`config.mk`:
```
export PLATFORM = sky130hd
export DESIGN_NAME = cmoc_top
export DESIGN_NICKNAME = d
export VERILOG_FILES = /design/src/design/cmoc_pkg.sv /design/src/design/cmoc_top.sv /design/src/design/cmoc_wave_chan.sv
export VERILOG_INCLUDE_DIRS = /design/src /design/src/design
export SDC_FILE = /design/constraint.sdc
export NUM_CORES = 1
export LEC_CHECK = 0
export BUFFER_PORTS_ARGS = -buffer_cell sky130_fd_sc_hd__buf_2
export CAP_MARGIN = 20
export CORE_UTILIZATION = 35
export CTS_CLUSTER_DIAMETER = 80
export CTS_CLUSTER_SIZE = 40
export DETAILED_ROUTE_END_ITERATION = 8
export GPL_ROUTABILITY_DRIVEN = 0
export PLACE_DENSITY = 0.68
export RECOVER_POWER = 100
export SLEW_MARGIN = 10
export SYNTH_ARGS = -nofsm -noshare
export SYNTH_HDL_FRONTEND = slang
export SYNTH_SLANG_ARGS = --single-unit
```
`constraint.sdc`:
```
create_clock -name CLK -period 2.6 [get_ports CLK]
set_clock_uncertainty 0.05 [all_clocks]
set_input_delay 0 -clock CLK [delete_from_list [all_inputs] [get_ports CLK]]
set_output_delay 0 -clock CLK [all_outputs]
set_load 0.01 [all_outputs]
```
`src/design/cmoc_consts.svh`:
```
// Notes on behaviour
// - Tick is a clock enable, single clock.
// - Async instance clocks CLK from oscillator.
// - Nonzero A mode field takes the A pin.
// - Non-PWM A: off, toggle, clear, set.
// - Fast A 01: off, toggles when hi bit.
// - Fast A 10/11: match level, bottom opposite.
// - Fast A compare at top: bottom only.
// - Phase A: up-match and down-match opposite levels.
// - Phase A compare at top: act at top.
// - Nonzero B mode field takes the B pin.
// - Non-PWM B: off, toggle, clear, set.
// - Fast B: 01 reserved, 10/11 as A.
// - Fast B compare at top: act at top.
// - Phase B: 01 reserved, 10/11 up/down opposite.
// - Register at 0x44 data, 0x24 I/O.
// - Three mode bits select waveform mode.
`ifndef CMOC_CONSTS_SVH
`define CMOC_CONSTS_SVH

// Register addressing
`define CMOC_ADDR_DATA    8'h44
`define CMOC_IO_DISTANCE  8'h20
`define CMOC_RESET_VALUE  8'h00
`define CMOC_WRITE_MASK   8'hF3

// Field positions
`define CMOC_COM_A_HI     7
`define CMOC_COM_A_LO     6
`define CMOC_COM_B_HI     5
`define CMOC_COM_B_LO     4
`define CMOC_WGM_HI       1
`define CMOC_WGM_LO       0

// Waveform mode codes
`define CMOC_WGM_NORMAL   3'h0
`define CMOC_WGM_PC_FF    3'h1
`define CMOC_WGM_CTC      3'h2
`define CMOC_WGM_FAST_FF  3'h3
`define CMOC_WGM_PC_OCA   3'h5
`define CMOC_WGM_FAST_OCA 3'h7

// Output mode field codes
`define CMOC_COM_OFF      2'h0
`define CMOC_COM_TOGGLE   2'h1
`define CMOC_COM_CLEAR    2'h2
`define CMOC_COM_SET      2'h3

// Count limits
`define CMOC_MAX_COUNT    8'hFF

`endif

```
`src/design/cmoc_pkg.sv`:
```
package cmoc_pkg;

  // Waveform mode class derived from the three mode bits
  typedef enum logic [1:0] {
    CMOC_NON_PWM,
    CMOC_FAST_PWM,
    CMOC_PHASE_PWM,
    CMOC_RESERVED
  } cmoc_class_t;

  // Control register layout
  typedef struct packed {
    logic [1:0] com_a;
    logic [1:0] com_b;
    logic [1:0] unused;
    logic [1:0] wgm;
  } cmoc_ctrl_t;

  // Counter core events, all sampled on CLK
  typedef struct packed {
    logic tick;
    logic at_top;
    logic at_bottom;
    logic count_up;
  } cmoc_events_t;

endpackage

```
`src/design/cmoc_top.sv`:
```
`timescale 1ns/100ps
`default_nettype none
`include "cmoc_consts.svh"

module cmoc_top (
  input  wire logic       CLK,                   // I/O clock or async oscillator
  input  wire logic       RESET_N,               // Async reset
  input  wire logic [7:0] BUS_ADDR,              // CPU register address
  input  wire logic       BUS_IO_SPACE,          // Address is in I/O space
  input  wire logic       BUS_WRITE,             // Write strobe
  input  wire logic       BUS_READ,              // Read strobe
  input  wire logic [7:0] BUS_WDATA,             // Write data
  output logic      [7:0] BUS_RDATA,             // Read data
  input  wire logic       TICK_EN,               // Timer tick enable
  input  wire logic [7:0] CHAN_A_COMPARE_VALUE,  // Compare value A
  input  wire logic [7:0] CHAN_B_COMPARE_VALUE,  // Compare value B
  input  wire logic       MATCH_A,               // Compare match A
  input  wire logic       MATCH_B,               // Compare match B
  input  wire logic       AT_TOP,                // Counter at top
  input  wire logic       AT_BOTTOM,             // Counter at bottom
  input  wire logic       COUNT_UP,              // Counter counting up
  input  wire logic       WAVEFORM_MODE_HI_BIT,  // High mode bit from control B
  input  wire logic       FORCE_A,               // Forced compare strobe A
  input  wire logic       FORCE_B,               // Forced compare strobe B
  input  wire logic       DIR_A,                 // Direction bit of A pin
  input  wire logic       DIR_B,                 // Direction bit of B pin
  input  wire logic       PORT_A,                // Port data of A pin
  input  wire logic       PORT_B,                // Port data of B pin
  output logic      [2:0] WAVEFORM_MODE_SEL,     // Full mode to counter core
  output logic            CHAN_A_WAVE_OUT,       // Waveform state A
  output logic            CHAN_B_WAVE_OUT,       // Waveform state B
  output logic            CHAN_A_CONNECTED,      // A pin owned by waveform
  output logic            CHAN_B_CONNECTED,      // B pin owned by waveform
  output logic            PIN_A_OUT,             // A pin level
  output logic            PIN_A_OE,              // A pin driver enable
  output logic            PIN_B_OUT,             // B pin level
  output logic            PIN_B_OE               // B pin driver enable
);

  // I/O space address of the control register
  // Derived from the data address, so the two spaces cannot disagree
  localparam logic [7:0] ADDR_IO = 8'(`CMOC_ADDR_DATA - `CMOC_IO_DISTANCE);

  // Register state
  cmoc_pkg::cmoc_ctrl_t   ctrl;         // Control register
  cmoc_pkg::cmoc_ctrl_t   next_ctrl;    // Next control value
  logic [7:0]             rdata;        // Read data register
  logic [7:0]             next_rdata;   // Next read data
  logic                   hit;          // Address selects the register

  // Mode decode and counter events
  logic [2:0]             mode;         // Combined mode bits
  cmoc_pkg::cmoc_class_t  mode_class;   // Decoded mode class
  logic [7:0]             top_value;    // Current top
  cmoc_pkg::cmoc_events_t ev;           // Counter events

  // Channel ownership and waveform levels
  logic                   conn_a;       // A field nonzero
  logic                   conn_b;       // B field nonzero
  logic                   wave_a;       // Channel A level
  logic                   wave_b;       // Channel B level
  logic                   force_a_q;    // Force A allowed
  logic                   force_b_q;    // Force B allowed

  // Pin output stage
  logic [5:0]             pins;         // Registered pin outputs
  logic [5:0]             next_pins;    // Next pin outputs

  // Decode mode bits into a class
  function automatic cmoc_pkg::cmoc_class_t decode_class(input logic [2:0] m);
    case (m)
      `CMOC_WGM_NORMAL, `CMOC_WGM_CTC:     decode_class = cmoc_pkg::CMOC_NON_PWM;
      `CMOC_WGM_FAST_FF, `CMOC_WGM_FAST_OCA: decode_class = cmoc_pkg::CMOC_FAST_PWM;
      `CMOC_WGM_PC_FF, `CMOC_WGM_PC_OCA:   decode_class = cmoc_pkg::CMOC_PHASE_PWM;
      // Reserved codes land in a class where both channels hold
      default:                             decode_class = cmoc_pkg::CMOC_RESERVED;
    endcase
  endfunction

  // Address compare for either address space
  function automatic logic addr_hit(input logic [7:0] a, input logic io);
    addr_hit = io ? (a == ADDR_IO) : (a == `CMOC_ADDR_DATA);
  endfunction

  // Register access decode and next values
  always_comb begin
    // Both address spaces decode to the one register
    hit        = addr_hit(BUS_ADDR, BUS_IO_SPACE);
    // Hold unless accessed
    next_ctrl  = ctrl;
    next_rdata = rdata;
    if (hit && BUS_WRITE) begin
      // Reserved bits stay zero
      next_ctrl = cmoc_pkg::cmoc_ctrl_t'(BUS_WDATA & `CMOC_WRITE_MASK);
    end
    // Same-cycle read returns the value before the write
    if (hit && BUS_READ) begin
      next_rdata = ctrl;
    end else if (BUS_READ) begin
      // Unmapped address reads zero
      next_rdata = `CMOC_RESET_VALUE;
    end
  end

  // Register file
  always_ff @(posedge CLK or negedge RESET_N) begin
    if (!RESET_N) begin
      // All implemented bits clear
      ctrl  <= cmoc_pkg::cmoc_ctrl_t'(`CMOC_RESET_VALUE);
      rdata <= `CMOC_RESET_VALUE;
    end else begin
      ctrl  <= next_ctrl;
      rdata <= next_rdata;
    end
  end

  // Mode, top and event bundling
  always_comb begin
    mode       = {WAVEFORM_MODE_HI_BIT, ctrl.wgm};
    mode_class = decode_class(mode);
    // Top from compare A only in the two compare-top PWM modes
    case (mode)
      `CMOC_WGM_PC_OCA, `CMOC_WGM_FAST_OCA: begin
        top_value = CHAN_A_COMPARE_VALUE;
      end
      default: begin
        // Fixed top, also where top plays no part
        top_value = `CMOC_MAX_COUNT;
      end
    endcase
    // Tick gates every event; an async instance clocks CLK from its oscillator
    // Events pass through as the counter core presents them
    ev.tick      = TICK_EN;    // Enable on CLK, not a clock
    ev.at_top    = AT_TOP;
    ev.at_bottom = AT_BOTTOM;
    ev.count_up  = COUNT_UP;
    // Forced compare acts in non-PWM modes only
    // A strobe in a PWM mode is dropped, not stored
    force_a_q    = FORCE_A && (mode_class == cmoc_pkg::CMOC_NON_PWM);
    force_b_q    = FORCE_B && (mode_class == cmoc_pkg::CMOC_NON_PWM);
    conn_a       = |ctrl.com_a;
    conn_b       = |ctrl.com_b;
  end

  // Channel A waveform unit, toggle allowed in PWM
  // Compare at top: match ignored, level applied at bottom in fast PWM, at top in phase PWM
  cmoc_wave_chan #(
    .TOGGLE_IN_PWM  (1'b1),
    .SPECIAL_AT_TOP (1'b0)
  ) u_chan_a (
    .clk        (CLK),
    .reset_n    (RESET_N),
    .mode_class (mode_class),
    .com        (ctrl.com_a),
    .mode_hi    (WAVEFORM_MODE_HI_BIT),
    .ev         (ev),
    .match      (MATCH_A),
    .force_cmp  (force_a_q),
    .cmp_is_top (CHAN_A_COMPARE_VALUE == top_value),
    .wave       (wave_a)
  );

  // Channel B waveform unit, toggle reserved in PWM
  // Compare at top: match ignored, level applied at top instead
  cmoc_wave_chan #(
    .TOGGLE_IN_PWM  (1'b0),
    .SPECIAL_AT_TOP (1'b1)
  ) u_chan_b (
    .clk        (CLK),
    .reset_n    (RESET_N),
    .mode_class (mode_class),
    .com        (ctrl.com_b),
    .mode_hi    (WAVEFORM_MODE_HI_BIT),
    .ev         (ev),
    .match      (MATCH_B),
    .force_cmp  (force_b_q),
    .cmp_is_top (CHAN_B_COMPARE_VALUE == top_value),
    .wave       (wave_b)
  );

  // Pin multiplexing
  always_comb begin
    // Slots: 0/1 A level and enable, 2/3 B, 4/5 ownership
    next_pins    = '0;
    // Waveform overrides port data when connected
    next_pins[0] = conn_a ? wave_a : PORT_A;
    // Driver follows the direction bit only
    next_pins[1] = DIR_A;
    // Channel B slots
    next_pins[2] = conn_b ? wave_b : PORT_B;
    next_pins[3] = DIR_B;
    // Ownership status
    next_pins[4] = conn_a;
    next_pins[5] = conn_b;
  end

  // Pin registers
  // Registered so a register write never glitches a pin
  always_ff @(posedge CLK or negedge RESET_N) begin
    if (!RESET_N) begin
      pins <= '0;
    end else begin
      pins <= next_pins;
    end
  end

  // Outputs
  // Register bus
  assign BUS_RDATA         = rdata;
  // Counter core
  assign WAVEFORM_MODE_SEL = mode;
  // Waveform states, live even while disconnected
  assign CHAN_A_WAVE_OUT   = wave_a;
  assign CHAN_B_WAVE_OUT   = wave_b;
  // Pin levels and driver enables
  assign PIN_A_OUT         = pins[0];
  assign PIN_A_OE          = pins[1];
  assign PIN_B_OUT         = pins[2];
  assign PIN_B_OE          = pins[3];
  // Pin ownership status
  assign CHAN_A_CONNECTED  = pins[4];
  assign CHAN_B_CONNECTED  = pins[5];

endmodule

`default_nettype wire

```
`src/design/cmoc_wave_chan.sv`:
```
`timescale 1ns/100ps
`default_nettype none
`include "cmoc_consts.svh"

module cmoc_wave_chan #(
  parameter bit TOGGLE_IN_PWM   = 1'b1,
  parameter bit SPECIAL_AT_TOP  = 1'b0
) (
  input  wire logic                  clk,
  input  wire logic                  reset_n,
  input  wire cmoc_pkg::cmoc_class_t mode_class,
  input  wire logic [1:0]            com,
  input  wire logic                  mode_hi,
  input  wire cmoc_pkg::cmoc_events_t ev,
  input  wire logic                  match,
  input  wire logic                  force_cmp,
  input  wire logic                  cmp_is_top,
  output logic                       wave
);

  logic next_wave;   // Next waveform level
  logic match_t;     // Match qualified by tick
  logic special;     // Compare at top with high field bit
  logic top_t;       // Tick at top
  logic bot_t;       // Tick at bottom

  // Next waveform level
  always_comb begin
    match_t   = match & ev.tick;
    top_t     = ev.at_top & ev.tick;
    bot_t     = ev.at_bottom & ev.tick;
    special   = com[1] & cmp_is_top;
    next_wave = wave;  // Hold by default, also while disconnected
    case (mode_class)
      cmoc_pkg::CMOC_NON_PWM: begin
        // Match or forced compare
        if (match_t || force_cmp) begin
          case (com)
            `CMOC_COM_TOGGLE: next_wave = ~wave;
            `CMOC_COM_CLEAR:  next_wave = 1'b0;
            `CMOC_COM_SET:    next_wave = 1'b1;
            default:          next_wave = wave;
          endcase
        end
      end
      cmoc_pkg::CMOC_FAST_PWM: begin
        if (com == `CMOC_COM_TOGGLE) begin
          // Toggle only on channel A with hi bit
          if (TOGGLE_IN_PWM && mode_hi && match_t) begin
            next_wave = ~wave;
          end
        end else if (com[1]) begin
          // Match level is the low field bit
          if (match_t && !special) begin
            next_wave = com[0];
          end
          if (bot_t && !(SPECIAL_AT_TOP && special)) begin
            next_wave = ~com[0];
          end
          if (SPECIAL_AT_TOP && special && top_t) begin
            next_wave = ~com[0];
          end
        end
      end
      cmoc_pkg::CMOC_PHASE_PWM: begin
        if (com == `CMOC_COM_TOGGLE) begin
          // Same as fast PWM toggle
          if (TOGGLE_IN_PWM && mode_hi && match_t) begin
            next_wave = ~wave;
          end
        end else if (com[1]) begin
          if (special) begin
            // Match ignored, level applied at top
            if (top_t) begin
              next_wave = ~com[0];
            end
          end else if (match_t) begin
            // Up match to low bit, down match to opposite
            next_wave = ev.count_up ? com[0] : ~com[0];
          end
        end
      end
      default: next_wave = wave;
    endcase
  end

  // Waveform register
  always_ff @(posedge clk or negedge reset_n) begin
    if (!reset_n) begin
      wave <= 1'b0;
    end else begin
      wave <= next_wave;
    end
  end

endmodule

`default_nettype wire

```
Yosys cells after proc, flatten, opt, wreduce, memory -nomap -nowiden --
Index checks and enable logic that the tools add are counted.
Word-level totals: memories 0, word-level logic and storage cells 110, bits in latches 0, bits in read-only memories 0, flip-flop bits (word level) 22, input bits 50, bits in writable memories 0, output and inout bits 19
Cells by class: muxes and demuxes 35, eq/ne operators 33, $lt $le $gt $ge 0, reductions and logical operators 25, $add $sub $neg 0, bitwise logic cells 10, div/mod/pow operators 0, shifts and indexed selects 0, multiply operators 0
Operator list (count):
- two-way mux 1 bit | 27
- two-way mux 8 bit | 3
- != test 4 x 1 -> 1 bit (second input constant) | 5
- == test 8 bit | 2
- case mux 1 bit (3 select lines) | 4
- OR reduction 2 bit | 6
- == test 2 bit (second input constant) | 5
- AND reduction 10 bit | 1
- logical AND 1 bit | 9
- == test 8 x 6 -> 1 bit (second input constant) | 1
- == test 8 x 7 -> 1 bit (second input constant) | 1
- != test 2 bit (second input constant) | 4
- AND reduction 8 bit | 1
- bitwise AND 1 bit | 6
- == test 2 x 1 -> 1 bit (second input constant) | 3
- == test 3 x 2 -> 1 bit (second input constant) | 2
- == test 3 bit (second input constant) | 2
- != test 3 x 2 -> 1 bit (second input constant) | 2
- case mux 2 bit (3 select lines) | 1
- != test 2 x 1 -> 1 bit (second input constant) | 2
- != test 4 bit (second input constant) | 1
- NOT 1 bit | 4
- == test 3 x 1 -> 1 bit (second input constant) | 1
- logical NOT 3 bit | 1
- other kinds (7) | 9

Longest topological paths before layout --
Gate-level depths: netlist of run 1.
depth after elaboration 13, mapped depth 7, depth with buffers taken out 7

Cells and area by module --
From an unflattened synthesis of run 1, not the netlist that was laid out.
Second synthesis, totals: cells, all modules 168, area total of the unflattened synthesis 1580.3 um2
By module, submodules not included:
- cmoc_top | cells each 94, area each 983.4 um2, instances 1, sequential area each 450.4 um2
- cmoc_wave_chan at u_chan_a | cells each 41, area each 340.3 um2, instances 1, sequential area each 25.0 um2
- cmoc_wave_chan at u_chan_b | cells each 33, area each 256.5 um2, instances 1, sequential area each 25.0 um2

Worst setup path before layout of run 1 --
No wires, ideal clock.
path kind register to register, start reg ctrl[4] in the netlist's numbering, end reg u_chan_b.wave, setup time 0.125 ns, arrival 1.622 ns, slack 0.803 ns, path buffers 0, stages on the path, launching flop included 8, required time 2.425 ns, period minus slack after synthesis 1.797 ns, cells stage by stage dfrtp_1 inv_1 ha_1 nor2_1 nor4_1 a31oi_1 a311oi_2 mux2_4
Between the ends: longest elaborated chain between the ends 7, elaborated cells on any way between the ends 22, classes of those cells 6 x eq/ne; 14 x mux; 1 x bitwise; 1 x reduce/logical
RTL lines:
- start: declaration | line cmoc_top.sv:45 | cmoc_pkg::cmoc_ctrl_t ctrl;
- start signal: assignment | line cmoc_top.sv:109 | ctrl <= cmoc_pkg::cmoc_ctrl_t'(`CMOC_RESET_VALUE);
- start signal: assignment | line cmoc_top.sv:112 | ctrl <= next_ctrl;
- NOT 1 bit
- two-way mux 1 bit | line cmoc_wave_chan.sv:79 | next_wave = ev.count_up ? com[0] : ~com[0];
- two-way mux 1 bit | line cmoc_wave_chan.sv:77 | end else if (match_t) begin
- two-way mux 1 bit | line cmoc_wave_chan.sv:72 | if (special) begin
- two-way mux 1 bit | line cmoc_wave_chan.sv:71 | end else if (com[1]) begin
- two-way mux 1 bit | line cmoc_wave_chan.sv:66 | if (com == `CMOC_COM_TOGGLE) begin
- case mux 1 bit (3 select lines) | line cmoc_wave_chan.sv:34 | case (mode_class)
- end signal: assignment | line cmoc_wave_chan.sv:92 | wave <= next_wave;
- end: declaration | line cmoc_wave_chan.sv:18 | output logic wave
Several ways; a longest one is shown, not always the timed one. The select of a mux whose other input is x is not followed. A chain may end at the register's enable or synchronous reset.

Final worst setup path of run 1 --
Ends and elaborated chain as after synthesis.

==> results of run 1 <==
[kinds of logic after synthesis]
logic type | count (synthesis)
flip-flops | 20
adder cells (fa/ha/maj) | 6
multiplexers | 15
other | 1
buffers and inverters | 30
AND/OR/NAND/NOR | 35
AO/OA/AOI/OAI | 35
XOR/XNOR | 6
[power groups by stage]
| stage | logic [W] | registers (W) | clock network [W] |
|---|---|---|---|
| after global routing | 0.000257 | 0.000371 | 0.000213 |
| after detailed placement | 0.000226 | 0.000371 | 0 |
| after CTS | 0.000240 | 0.000366 | 0.000199 |
| final | 0.000229 | 0.000365 | 0.000193 |
| after global placement | 0.000223 | 0.000371 | 0 |
| after floorplan | 0.000127 | 0.000377 | 0 |
[cell type report]
class / count / area [um^2] / share of cell area [%]
clock buffer: 3 / 41.3 / 2.27
timing repair buffer: 76 / 412 / 22.6
multi-input combinational: 99 / 724 / 39.8
inverter: 22 / 82.6 / 4.54
tap: 48 / 60.1 / 3.30
sequential: 20 / 500 / 27.5
[per-stage QoR]
stage | hold slack [ps] | total power (W) | setup WS [ps]
final | 33.9 | 0.000787 | 607
after global routing | 48.4 | 0.000840 | 356
after CTS | 26.3 | 0.000804 | 673
after detailed placement | -78.3 | 0.000597 | 704
after global placement | -81.9 | 0.000594 | 718
after floorplan | -346 | 0.000504 | 803
[metal layers]
layer | GRT usage (%) | vias up | wire (um)
met5 | 0 | - | 0
met1 | 18.4 | 586 | 1330
met2 | 27.5 | 28 | 1530
li1 | - | 656 | -
met4 | 2.50 | 0 | 12
met3 | 4.05 | 2 | 145
[cell usage after synthesis, types with 2 or more instances]
master	n	area, um^2
o21ai_0	13	65.1
mux2i_1	6	60.1
nand4_1	3	18.8
nor4_1	2	12.5
mux2_2	8	90.1
a21oi_1	9	45.0
nand2b_1	2	12.5
buf_4	5	37.5
inv_1	22	82.6
nand2_1	7	26.3
xnor2_1	5	43.8
o2111ai_1	3	26.3
nand3_1	8	40.0
o221ai_1	2	17.5
clkbuf_1	2	7.51
ha_1	6	75.1
nor3_1	2	10.0
nor2_1	4	15.0
a31oi_1	3	18.8
dfrtp_1	20	500
[registers in the layout, indices dropped and copies added (netlist names)]
signal / count
BUS_RDATA: 6
pins: 6
ctrl: 4
WAVEFORM_MODE_SEL: 2
u_chan_a.wave: 1
u_chan_b.wave: 1
[what timing repair did]
action | in CTS | in global routing
hold buffers | 11 | 0
resized for setup | 0 | 0
endpoints found under the hold margin | 30 | 0
endpoints found under the setup margin | 0 | 0
[worst max path at each step]
stage	start	to	slack [ps]	cells after the start
4_1_cts	ctrl[4]	u_chan_b.wave	670	7
6_report	ctrl[4]	u_chan_b.wave	610	7
2_1_floorplan	ctrl[4]	u_chan_b.wave	800	7
3_3_place_gp	ctrl[4]	u_chan_b.wave	720	7
3_5_place_dp	ctrl[4]	u_chan_b.wave	700	7
5_1_grt	ctrl[4]	u_chan_b.wave	360	7
==> insert_results.sql, run 1 <==
INSERT INTO impl_metrics (metric_group, metric, value, unit) VALUES
('power', 'power.sequential.fraction', '46.4', '%'),
('power', 'share_clk_of_total_power', '24.5', '%'),
('synthesis', 'ys_ff_latch', '20', ''),
('power', 'sw_frac_of_total', '29.1', '%'),
('outcome', 'status', 'completed', ''),
('critical_path', 'critPathSlowestCell', 'dfrtp_1', ''),
('critical_path', 'path_cells', 'inv_1, ha_1, nor2_1, nor4_1, a31oi_1, a311oi_1, mux2_4', ''),
('floorplan', 'ios', '69', ''),
('cells_and_area', 'flow.area_growth_from_synthesis', '33.2', '%'),
('synthesis', 'synth.avg_cell_area', '9.23', 'um^2'),
('synthesis', 'synth_simple_gate_area_share', '14.0', '%'),
('cells_and_area', 'post_route_cells_drive_above_1_share', '27.7', '%'),
('timing', 'timing.final.crit_period', '1990', 'ps'),
('synthesis', 'xor_and_xnor_fraction_of_the_mapped_netlist_area', '3.85', '%'),
('power', 'worst_ir_drop_vdd', '0.000282', 'V'),
('clocking', 'cts_tree', 'done', ''),
('floorplan', 'initial_utilization', '36.8', '%'),
('critical_path', 'cp.buffers_inverters', '1', ''),
('synthesis', 'yosys-mux-area-fraction', '12.1', '%'),
('routing', 'number_of_nets_with_antenna_violations_after_detailed_routing', '0', ''),
('global_route', 'globalRouteOverflowTotal', '0', ''),
('critical_path', 'timing.critical_path.to_type', 'register', ''),
('power', 'comb_power_share', '29.1', '%'),
('synthesis', 'synth_flop_cell', 'dfrtp_1', ''),
('clocking', 'clkSinkCount', '20', ''),
('global_route', 'initial_antenna_violation_count', '0', ''),
('global_route', 'first_global_vias', '1168', ''),
('cells_and_area', 'n_fill_cell', '393', ''),
('worst_hold_path', 'hold_path_startpoint', 'BUS_READ', ''),
('worst_hold_path', 'worstHoldEndpoint', 'BUS_RDATA[5]', ''),
('synthesis', 'synth_edf_count', '0', ''),
('timing', 'hold_viol', '0', ''),
('synthesis', 'synth.cell_area', '0.00137', 'mm^2'),
('place', 'port_buffers', '64', ''),
('cells_and_area', 'insertedDiodeCount', '0', ''),
('routing', 'wire_length_per_cell_after_detailed_routing', '11.3', 'um'),
('floorplan', 'fp.coreArea', '0.00372', 'mm^2'),
('clocking', 'post_cts.repair.setup_buffers', '0', ''),
('floorplan', 'die_h', '64.5', 'um'),
('timing', 'slew_headroom', '31.9', '%'),
('timing', 'achievable-frequency', '502', 'MHz'),
('cells_and_area', 'final_cell_count_without_fillers', '268', ''),
('routing', 'drc', '0', ''),
('critical_path', 'worst_ep_required_time', '2690', 'ps'),
('synthesis', 'synth_async_sr_flop_share', '100', '%'),
('synthesis', 'synth.yosys.warnings', '0', ''),
('synthesis', 'synth_compound_gate_area_share', '17.5', '%'),
('timing', 'worstMarginPinSlew', '1020', 'ps'),
('place', 'placed_cells_incl_taps', '254', ''),
('critical_path', 'critPathMaxFanout', '7', ''),
('place', 'dpl-instance-area', '0.00170', 'mm^2'),
('routing', 'detailroute.via_count', '1272', ''),
('power', 'cell_internal_pwr', '0.000558', 'W'),
('clocking', 'htree_levels', '1', ''),
('critical_path', 'timing.reg2reg.worst_path_depth', '7', ''),
('critical_path', 'worstSetupPathType', 'register to register', ''),
('clocking', 'clk_pin_slew_worst_paths', '70', 'ps'),
('routing', 'detail_route.wirelength', '3.02', 'mm'),
('timing', 'totalNegativeSetupSlack', '0', 'ps'),
('cells_and_area', 'final_cell_area', '0.00182', 'mm^2'),
('synthesis', 'ys_types', '36', ''),
('synthesis', 'largest_family_of_logic_cells_by_synthesized_area', 'compound AO/OA/AOI/OAI gates', ''),
('timing', 'finalCritPeriodShare', '76.7', '%'),
('clocking', 'cts-root-buf', 'clkbuf_8', ''),
('global_route', 'maximum_number_of_pins_on_one_net_before_global_route_repair', '21', ''),
('routing', 'drt_iter0_markers', '21', ''),
('synthesis', 'synth-seq-area-share', '36.6', '%'),
('timing', 'setup_violating_endpoint_count_in_the_final_report', '0', ''),
('clocking', 'tritoncts.num_buffers', '3', ''),
('floorplan', 'die_area', '0.00416', 'mm^2'),
('worst_hold_path', 'hp-class', 'input pin to register', '');
Note: power is estimated with default switching activity, not from simulation.
==> inputs of run 2 (changes only) <==
Clock period 2.6 ns to 1.9 ns, I/O delays scaled along.
==> run 2 against run 1 <==
Effect of this change: sequential cell count is the same; via count grew 2.8%; worst hold slack lost 7.7 ps; sequential share of layout area shrank 0.51 points; count of clock-buffer cells in the layout grew 1; first-iteration DRC count grew 140%; worst setup slack lost 520 ps; die area is the same; final cell count grew 1.1%; critical path depth is the same; largest cell class unchanged.
==> insert_results.sql, run 2 (synthesis gave the netlist of run 1 again) <==
INSERT INTO impl_metrics (metric_group, metric, value, unit) VALUES
('outcome', 'status', 'completed', ''),
('global_route', 'busiest_layer_in_global_routing', 'met2', ''),
('critical_path', 'reg2reg_to', 'u_chan_b.wave', ''),
('timing', 'drv_slew', '0', ''),
('worst_hold_path', 'hp-class', 'input pin to register', ''),
('timing', 'worstMarginPinSlew', '1050', 'ps'),
('timing', 'timing.final.crit_period', '1810', 'ps'),
('critical_path', 'worstSetupPathType', 'register to register', ''),
('power', 'comb_power_share', '27.9', '%'),
('place', 'dpl.hpwl', '2.50', 'mm'),
('cells_and_area', 'mostFrequentLayoutCell', 'buf_2', ''),
('worst_hold_path', 'worstHoldEndpoint', 'BUS_RDATA[0]', ''),
('critical_path', 'cp_data_arrival_time', '1920', 'ps'),
('timing', 'unrepaired_setup_endpoints_after_global_routing', 'yes', ''),
('critical_path', 'r2r_setup_slack', '90', 'ps'),
('global_route', 'global_route.usage.total', '16.2', '%'),
('floorplan', 'die_h', '64.5', 'um'),
('routing', 'detail_route.wirelength', '3.18', 'mm'),
('routing', 'drc', '0', ''),
('cells_and_area', 'layout_common_cells', '48 x buf_2, 22 x inv_1, 19 x dfrtp_1', ''),
('critical_path', 'timing.reg2reg.worst_path_depth', '7', ''),
('timing', 'slew_headroom', '30.0', '%'),
('routing', 'drt_pre_antenna_iters', '4', ''),
('power', 'cellPowerDensity', '616', 'mW/mm^2'),
('cells_and_area', 'final_cell_area', '0.00186', 'mm^2'),
('power', 'sw_frac_of_total', '29.2', '%'),
('floorplan', 'die_width', '64.5', 'um'),
('global_route', 'maximum_number_of_pins_on_one_net_before_global_route_repair', '21', ''),
('critical_path', 'cpPeakStageDelay', '410', 'ps'),
('power', 'power.sequential.fraction', '43.5', '%'),
('floorplan', 'fp.coreArea', '0.00372', 'mm^2'),
('power', 'net-switching-power', '0.000335', 'W'),
('critical_path', 'crit_reg_reg_startpoint', 'ctrl[5]', ''),
('clocking', 'htree_levels', '1', ''),
('place', 'dpl-instance-area', '0.00172', 'mm^2'),
('global_route', 'initial_antenna_violation_count', '0', ''),
('floorplan', 'placement_rows', '22', ''),
('routing', 'detail_route.vias_per_cell', '4.82', ''),
('global_route', 'first_global_vias', '1216', ''),
('critical_path', 'worst_ep_required_time', '2010', 'ps'),
('floorplan', 'die_area', '0.00416', 'mm^2'),
('critical_path', 'critPathSlowestCell', 'dfrtp_2', ''),
('routing', 'number_of_nets_with_antenna_violations_after_detailed_routing', '0', ''),
('clocking', 'cts-root-to-sink-buffers', '2', ''),
('clocking', 'post_cts.repair.setup_buffers', '0', ''),
('global_route', 'grt_use_met2', '29.2', '%'),
('power', 'share_clk_of_total_power', '28.6', '%'),
('place', 'place_ws', '36.8', 'ps'),
('timing', 'achievable-frequency', '551', 'MHz'),
('cells_and_area', 'num-nets-final', '280', ''),
('global_route', 'grt_pass1_wl', '5.24', 'mm'),
('critical_path', 'timing.critical_path.to_type', 'register', ''),
('job', 'maxCapViolations', '0', ''),
('cells_and_area', 'flow.area_growth_from_synthesis', '36.1', '%'),
('clocking', 'cts-root-buf', 'clkbuf_8', ''),
('global_route', 'globalRouteOverflowTotal', '0', ''),
('clocking', 'cts_tree', 'done', ''),
('critical_path', 'critical_path_source_type', 'register', ''),
('clocking', 'clk_pin_slew_worst_paths', '80', 'ps'),
('critical_path', 'path_cells', 'inv_1, ha_1, nor2_1, nor4_1, a31oi_1, a311oi_2, mux2_4', ''),
('place', 'port_buffers', '64', ''),
('power', 'cell_internal_pwr', '0.000811', 'W'),
('floorplan', 'ios', '69', ''),
('routing', 'detailroute.via_count', '1307', ''),
('worst_hold_path', 'hold_depth', '2', ''),
('floorplan', 'initial_utilization', '36.8', '%'),
('timing', 'post-route-worst-setup-slack', '85.8', 'ps'),
('timing', 'totalNegativeSetupSlack', '0', 'ps'),
('routing', 'wire_length_per_cell_after_detailed_routing', '11.7', 'um'),
('clocking', 'tritoncts.num_buffers', '3', ''),
('power', 'worst_ir_drop_vdd', '0.000402', 'V'),
('cells_and_area', 'post_route_cells_drive_above_1_share', '30.5', '%'),
('global_route', 'groute.layer.met3.usage', '3.70', '%'),
('timing', 'whs', '26.2', 'ps'),
('clocking', 'clkSinkCount', '20', ''),
('clocking', 'clk-insertion-delay-late', '260', 'ps'),
('cells_and_area', 'insertedDiodeCount', '0', ''),
('routing', 'drt_iter0_markers', '51', ''),
('critical_path', 'cp.buffers_inverters', '1', ''),
('critical_path', 'critPathTopFamily', 'flip-flops', ''),
('worst_hold_path', 'hold_path_startpoint', 'BUS_READ', ''),
('timing', 'setup_violating_endpoint_count_in_the_final_report', '0', ''),
('power', 'report.power.total', '0.00115', 'W'),
('global_route', 'grt_util_met1', '19.1', '%'),
('timing', 'hold_viol', '0', ''),
('critical_path', 'critPathMaxFanout', '6', ''),
('power', 'static-leakage-power', '0.882', 'nW'),
('timing', 'finalCritPeriodShare', '95.5', '%');
run 2: through the flow:
step	util, %	cells
after floorplan	-	149
after global placement	46.2	256
after detailed placement	46.2	256
after CTS	50.6	271
after global routing	50.0	271
final	50.0	271
run 2: worst register-to-register path, delay by kind of cell (launching register included):
family / cells / cell delay [ps]
flops: 1 / 410
simple gates: 2 / 200
mux: 1 / 320
fa+ha+maj: 1 / 280
buf+inv: 1 / 90
compound gates: 2 / 350
run 2: worst max path at each step:
| stage | from | endpoint | slack (ps) | cells past startpoint |
|---|---|---|---|---|
| after floorplan | ctrl[4] | u_chan_b.wave | 100 | 7 |
| after global placement | ctrl[5] | u_chan_b.wave | 90 | 7 |
| after detailed placement | ctrl[5] | u_chan_b.wave | 40 | 7 |
| after CTS | ctrl[5] | u_chan_b.wave | 20 | 7 |
| after global routing | ctrl[5] | u_chan_b.wave | -6 | 7 |
| final | ctrl[5] | u_chan_b.wave | 90 | 7 |
run 2: cell type report:
type | count | area (um^2)
Fill cell | 384 | 1860
Multi-Input combinational cell | 99 | 731
Sequential cell | 20 | 502
Timing Repair Buffer | 78 | 429
Inverter | 22 | 82.6
Tap cell | 48 | 60.1
Clock buffer | 4 | 55.1
run 2: timing repair:
action,in CTS,in global routing
hold buffers,11,0
setup endpoints to repair,0,1
endpoints found under the hold margin,30,0
resized for setup,0,1
run 2: power by group through the flow:
stage	registers (W)	logic, W	clock network (W)
2_1_floorplan	0.000516	0.000173	0
3_3_place_gp	0.000504	0.000312	0
3_5_place_dp	0.000506	0.000313	0
4_1_cts	0.000498	0.000333	0.000338
5_1_grt	0.000505	0.000355	0.000358
6_report	0.000499	0.000319	0.000328
run 2: metal layers:
metal,share of wire (%),up-vias
met3,5.1,5
met4,0.91,0
met1,42,603
met2,52,32
li1,-,667
met5,0,-
==> inputs of run 3 (changes only) <==
Settings changed: ABC_AREA from default to 1, PLACE_DENSITY 0.68 to 0.67.
==> run 3 against run 2 <==
Effect of this change: clock power rose by 27%; worst hold slack improved by 97 ps; utilization shrank 0.59 points; wire length rose by 11%; critical path type unchanged; largest cell class unchanged; count of clock-buffer cells in the layout shrank 1; worst setup slack better by 100 ps; fmax rose by 5.9%; sequential cell count is the same; critical path depth up 5.
==> insert_results.sql, run 3 <==
INSERT INTO impl_metrics (metric_group, metric, value, unit) VALUES
('outcome', 'status', 'completed', ''),
('clocking', 'ctsResizeCount', '0', ''),
('routing', 'wire_length_per_cell_after_detailed_routing', '10.2', 'um'),
('critical_path', 'worst_ep_required_time', '2000', 'ps'),
('floorplan', 'fp.coreArea', '0.00403', 'mm^2'),
('timing', 'hold_viol', '0', ''),
('synthesis', 'synth-seq-area-share', '33.8', '%'),
('synthesis', 'synth_edf_count', '0', ''),
('critical_path', 'timing.critical_path.to_type', 'register', ''),
('clocking', 'htree_levels', '1', ''),
('cells_and_area', 'layout_common_cells', '55 x nand2_1, 47 x buf_2, 36 x inv_1', ''),
('synthesis', 'synth.yosys.warnings', '0', ''),
('floorplan', 'die_area', '0.00449', 'mm^2'),
('critical_path', 'worstSetupPathType', 'register to register', ''),
('synthesis', 'synth_flop_cell', 'dfrtp_1', ''),
('timing', 'whs', '123', 'ps'),
('timing', 'finalCritPeriodShare', '90.1', '%'),
('timing', 'totalNegativeSetupSlack', '0', 'ps'),
('global_route', 'grt_pass1_wl', '5.90', 'mm'),
('critical_path', 'worst_path_most_repeated_cell', 'nand2_1', ''),
('global_route', 'initial_antenna_violation_count', '0', ''),
('routing', 'detailroute.via_count', '1573', ''),
('floorplan', 'placement_rows', '23', ''),
('clocking', 'tritoncts.num_buffers', '3', ''),
('synthesis', 'synth_async_sr_flop_share', '100', '%'),
('critical_path', 'critPathMaxFanout', '10', ''),
('cells_and_area', 'post_route_cells_drive_above_1_share', '21.7', '%'),
('clocking', 'clk_pin_slew_worst_paths', '80', 'ps'),
('routing', 'detail_route.wirelength', '3.53', 'mm'),
('cells_and_area', 'num-nets-final', '352', ''),
('clocking', 'cts_tree', 'done', ''),
('power', 'worst_ir_drop_vdd', '0.000483', 'V'),
('power', 'cellPowerDensity', '622', 'mW/mm^2'),
('place', 'port_buffers', '64', ''),
('routing', 'detail_route.vias_per_cell', '4.56', ''),
('critical_path', 'critPathSlowestCell', 'dfrtp_1', ''),
('power', 'report.power.total', '0.00124', 'W'),
('global_route', 'global_route.usage.total', '17.0', '%'),
('synthesis', 'syn_inst', '220', ''),
('routing', 'drt_iter0_markers', '65', ''),
('synthesis', 'synth.most_common_cell', 'nand2_1', ''),
('timing', 'slew_headroom', '28.7', '%'),
('synthesis', 'ys_top_cells_by_area', 'dfrtp_1 34%, nand2_1 14%, inv_1 9.1%', ''),
('timing', 'timing.final.crit_period', '1710', 'ps'),
('routing', 'number_of_nets_with_antenna_violations_after_detailed_routing', '0', ''),
('critical_path', 'cp_data_arrival_time', '1820', 'ps'),
('floorplan', 'die_h', '67.0', 'um'),
('timing', 'worstMarginPinSlew', '1070', 'ps'),
('floorplan', 'ios', '69', ''),
('routing', 'drt_pre_antenna_iters', '4', ''),
('cells_and_area', 'insertedDiodeCount', '0', ''),
('place', 'dpl.hpwl', '2.84', 'mm'),
('clocking', 'clk-insertion-delay-late', '260', 'ps'),
('synthesis', 'ys_types', '26', ''),
('clocking', 'clkSinkCount', '20', ''),
('cells_and_area', 'final_cell_area', '0.00199', 'mm^2'),
('critical_path', 'path_cells', 'buf_4, nand3_1, nand2_1, nand2_1, nor2_2, nand3_1, nor2_1, nand2_1, nand3_1, nand2_1, o21ai_1, nand2_1', ''),
('power', 'static-leakage-power', '1.09', 'nW'),
('cells_and_area', 'mostFrequentLayoutCell', 'nand2_1', ''),
('global_route', 'busiest_layer_in_global_routing', 'met2', ''),
('timing', 'drv_slew', '0', ''),
('worst_hold_path', 'hp-class', 'input pin to register', ''),
('routing', 'drc', '0', ''),
('clocking', 'cts-root-buf', 'clkbuf_8', ''),
('global_route', 'maximum_number_of_pins_on_one_net_before_global_route_repair', '21', ''),
('synthesis', 'synth.avg_cell_area', '6.73', 'um^2'),
('timing', 'achievable-frequency', '584', 'MHz'),
('critical_path', 'cpPeakStageDelay', '390', 'ps'),
('synthesis', 'synth.cell_area', '0.00148', 'mm^2'),
('synthesis', 'ys_ff_latch', '20', ''),
('floorplan', 'initial_utilization', '36.7', '%'),
('cells_and_area', 'postLayoutCoreUtil', '49.4', '%'),
('cells_and_area', 'flow.area_growth_from_synthesis', '34.6', '%'),
('global_route', 'grt_util_met1', '21.4', '%'),
('global_route', 'groute.layer.met3.usage', '4.11', '%'),
('job', 'maxCapViolations', '0', ''),
('timing', 'setup_violating_endpoint_count_in_the_final_report', '0', ''),
('floorplan', 'die_width', '67.0', 'um'),
('synthesis', 'synth.cells.most_frequent', '55 x nand2_1, 36 x inv_1, 22 x nand3_1, 20 x dfrtp_1, 18 x nor2_1', ''),
('timing', 'unrepaired_setup_endpoints_after_global_routing', 'no', ''),
('synthesis', 'synthDominantAreaCellType', 'dfrtp_1', ''),
('global_route', 'globalRouteOverflowTotal', '0', ''),
('clocking', 'cts-root-to-sink-buffers', '2', ''),
('synthesis', 'post-synth-top-area-fraction', '33.8', '%'),
('critical_path', 'critical_path_source_type', 'register', ''),
('place', 'dpl-instance-area', '0.00182', 'mm^2'),
('global_route', 'grt_use_met2', '29.3', '%'),
('global_route', 'first_global_vias', '1387', '');
==> run 3: worst paths after layout <==
check                                     start       endpoint  slack, ps  depth (start not counted)
hold / removal                          FORCE_A  u_chan_a.wave        120                          4
max in group asynchronous               RESET_N   BUS_RDATA[7]        740                          2
setup reg to reg           WAVEFORM_MODE_SEL[0]  u_chan_b.wave        190                         12
min in group asynchronous               RESET_N  u_chan_b.wave        400                          2
hold reg to reg                    BUS_RDATA[6]   BUS_RDATA[6]        490                          2
setup / recovery           WAVEFORM_MODE_SEL[0]  u_chan_b.wave        190                         12
==> run 3: repair_timing <==
action                     in CTS  in global routing
setup endpoints to repair       0                  0
buffers inserted                0                  0
hold endpoints to repair       35                  0
hold buffers                   12                  0
==> run 3: stage by stage <==
| step | std cells | setup WS, ps |
|---|---|---|
| 2_1_floorplan | 221 | 262 |
| 3_3_place_gp | 329 | 199 |
| 3_5_place_dp | 329 | 198 |
| 4_1_cts | 345 | 195 |
| 5_1_grt | 345 | 11.4 |
| 6_report | 345 | 187 |
==> run 3: routing by layer <==
metal	routed length [um]	up-vias
li1	-	848
met2	1760	23
met1	1630	700
met5	0	-
met3	132	2
met4	13	0
==> run 3: worst max-delay path, delay by kind of cell, from the launching register on <==
kind	cells	cell delay (ps)
AND/OR/NAND/NOR	10	880
flip-flops	1	390
buffers and inverters	1	190
AO/OA/AOI/OAI	1	120
==> run 3: logic make-up after synthesis <==
| family | after synthesis | synth area share [%] |
|---|---|---|
| and+or+nand+nor | 113 | 33.6 |
| other | 1 | 0.253 |
| buffers and inverters | 48 | 14.5 |
| DFF | 20 | 33.8 |
| adders and majority gates | 6 | 5.07 |
| xor gates and xnor gates | 2 | 1.18 |
| AOI/OAI and AO/OA | 30 | 11.7 |
==> run 3: cell type report <==
type / instances / area, um^2
clock buffer: 3 / 41.3
clock inverter: 1 / 30.0
fill: 439 / 2040
inverter: 39 / 146
multi-input combinational: 153 / 769
sequential: 20 / 500
tap: 50 / 62.6
timing repair buffer: 79 / 442
==> run 3: report_power, final <==
part           leakage, nW  total [W]  internal, W  switching (W)
registers            0.227   0.000493     0.000462      0.0000313
logic                0.824   0.000329     0.000143       0.000186
clock network       0.0357   0.000416     0.000281       0.000135
total                 1.09    0.00124     0.000886       0.000352
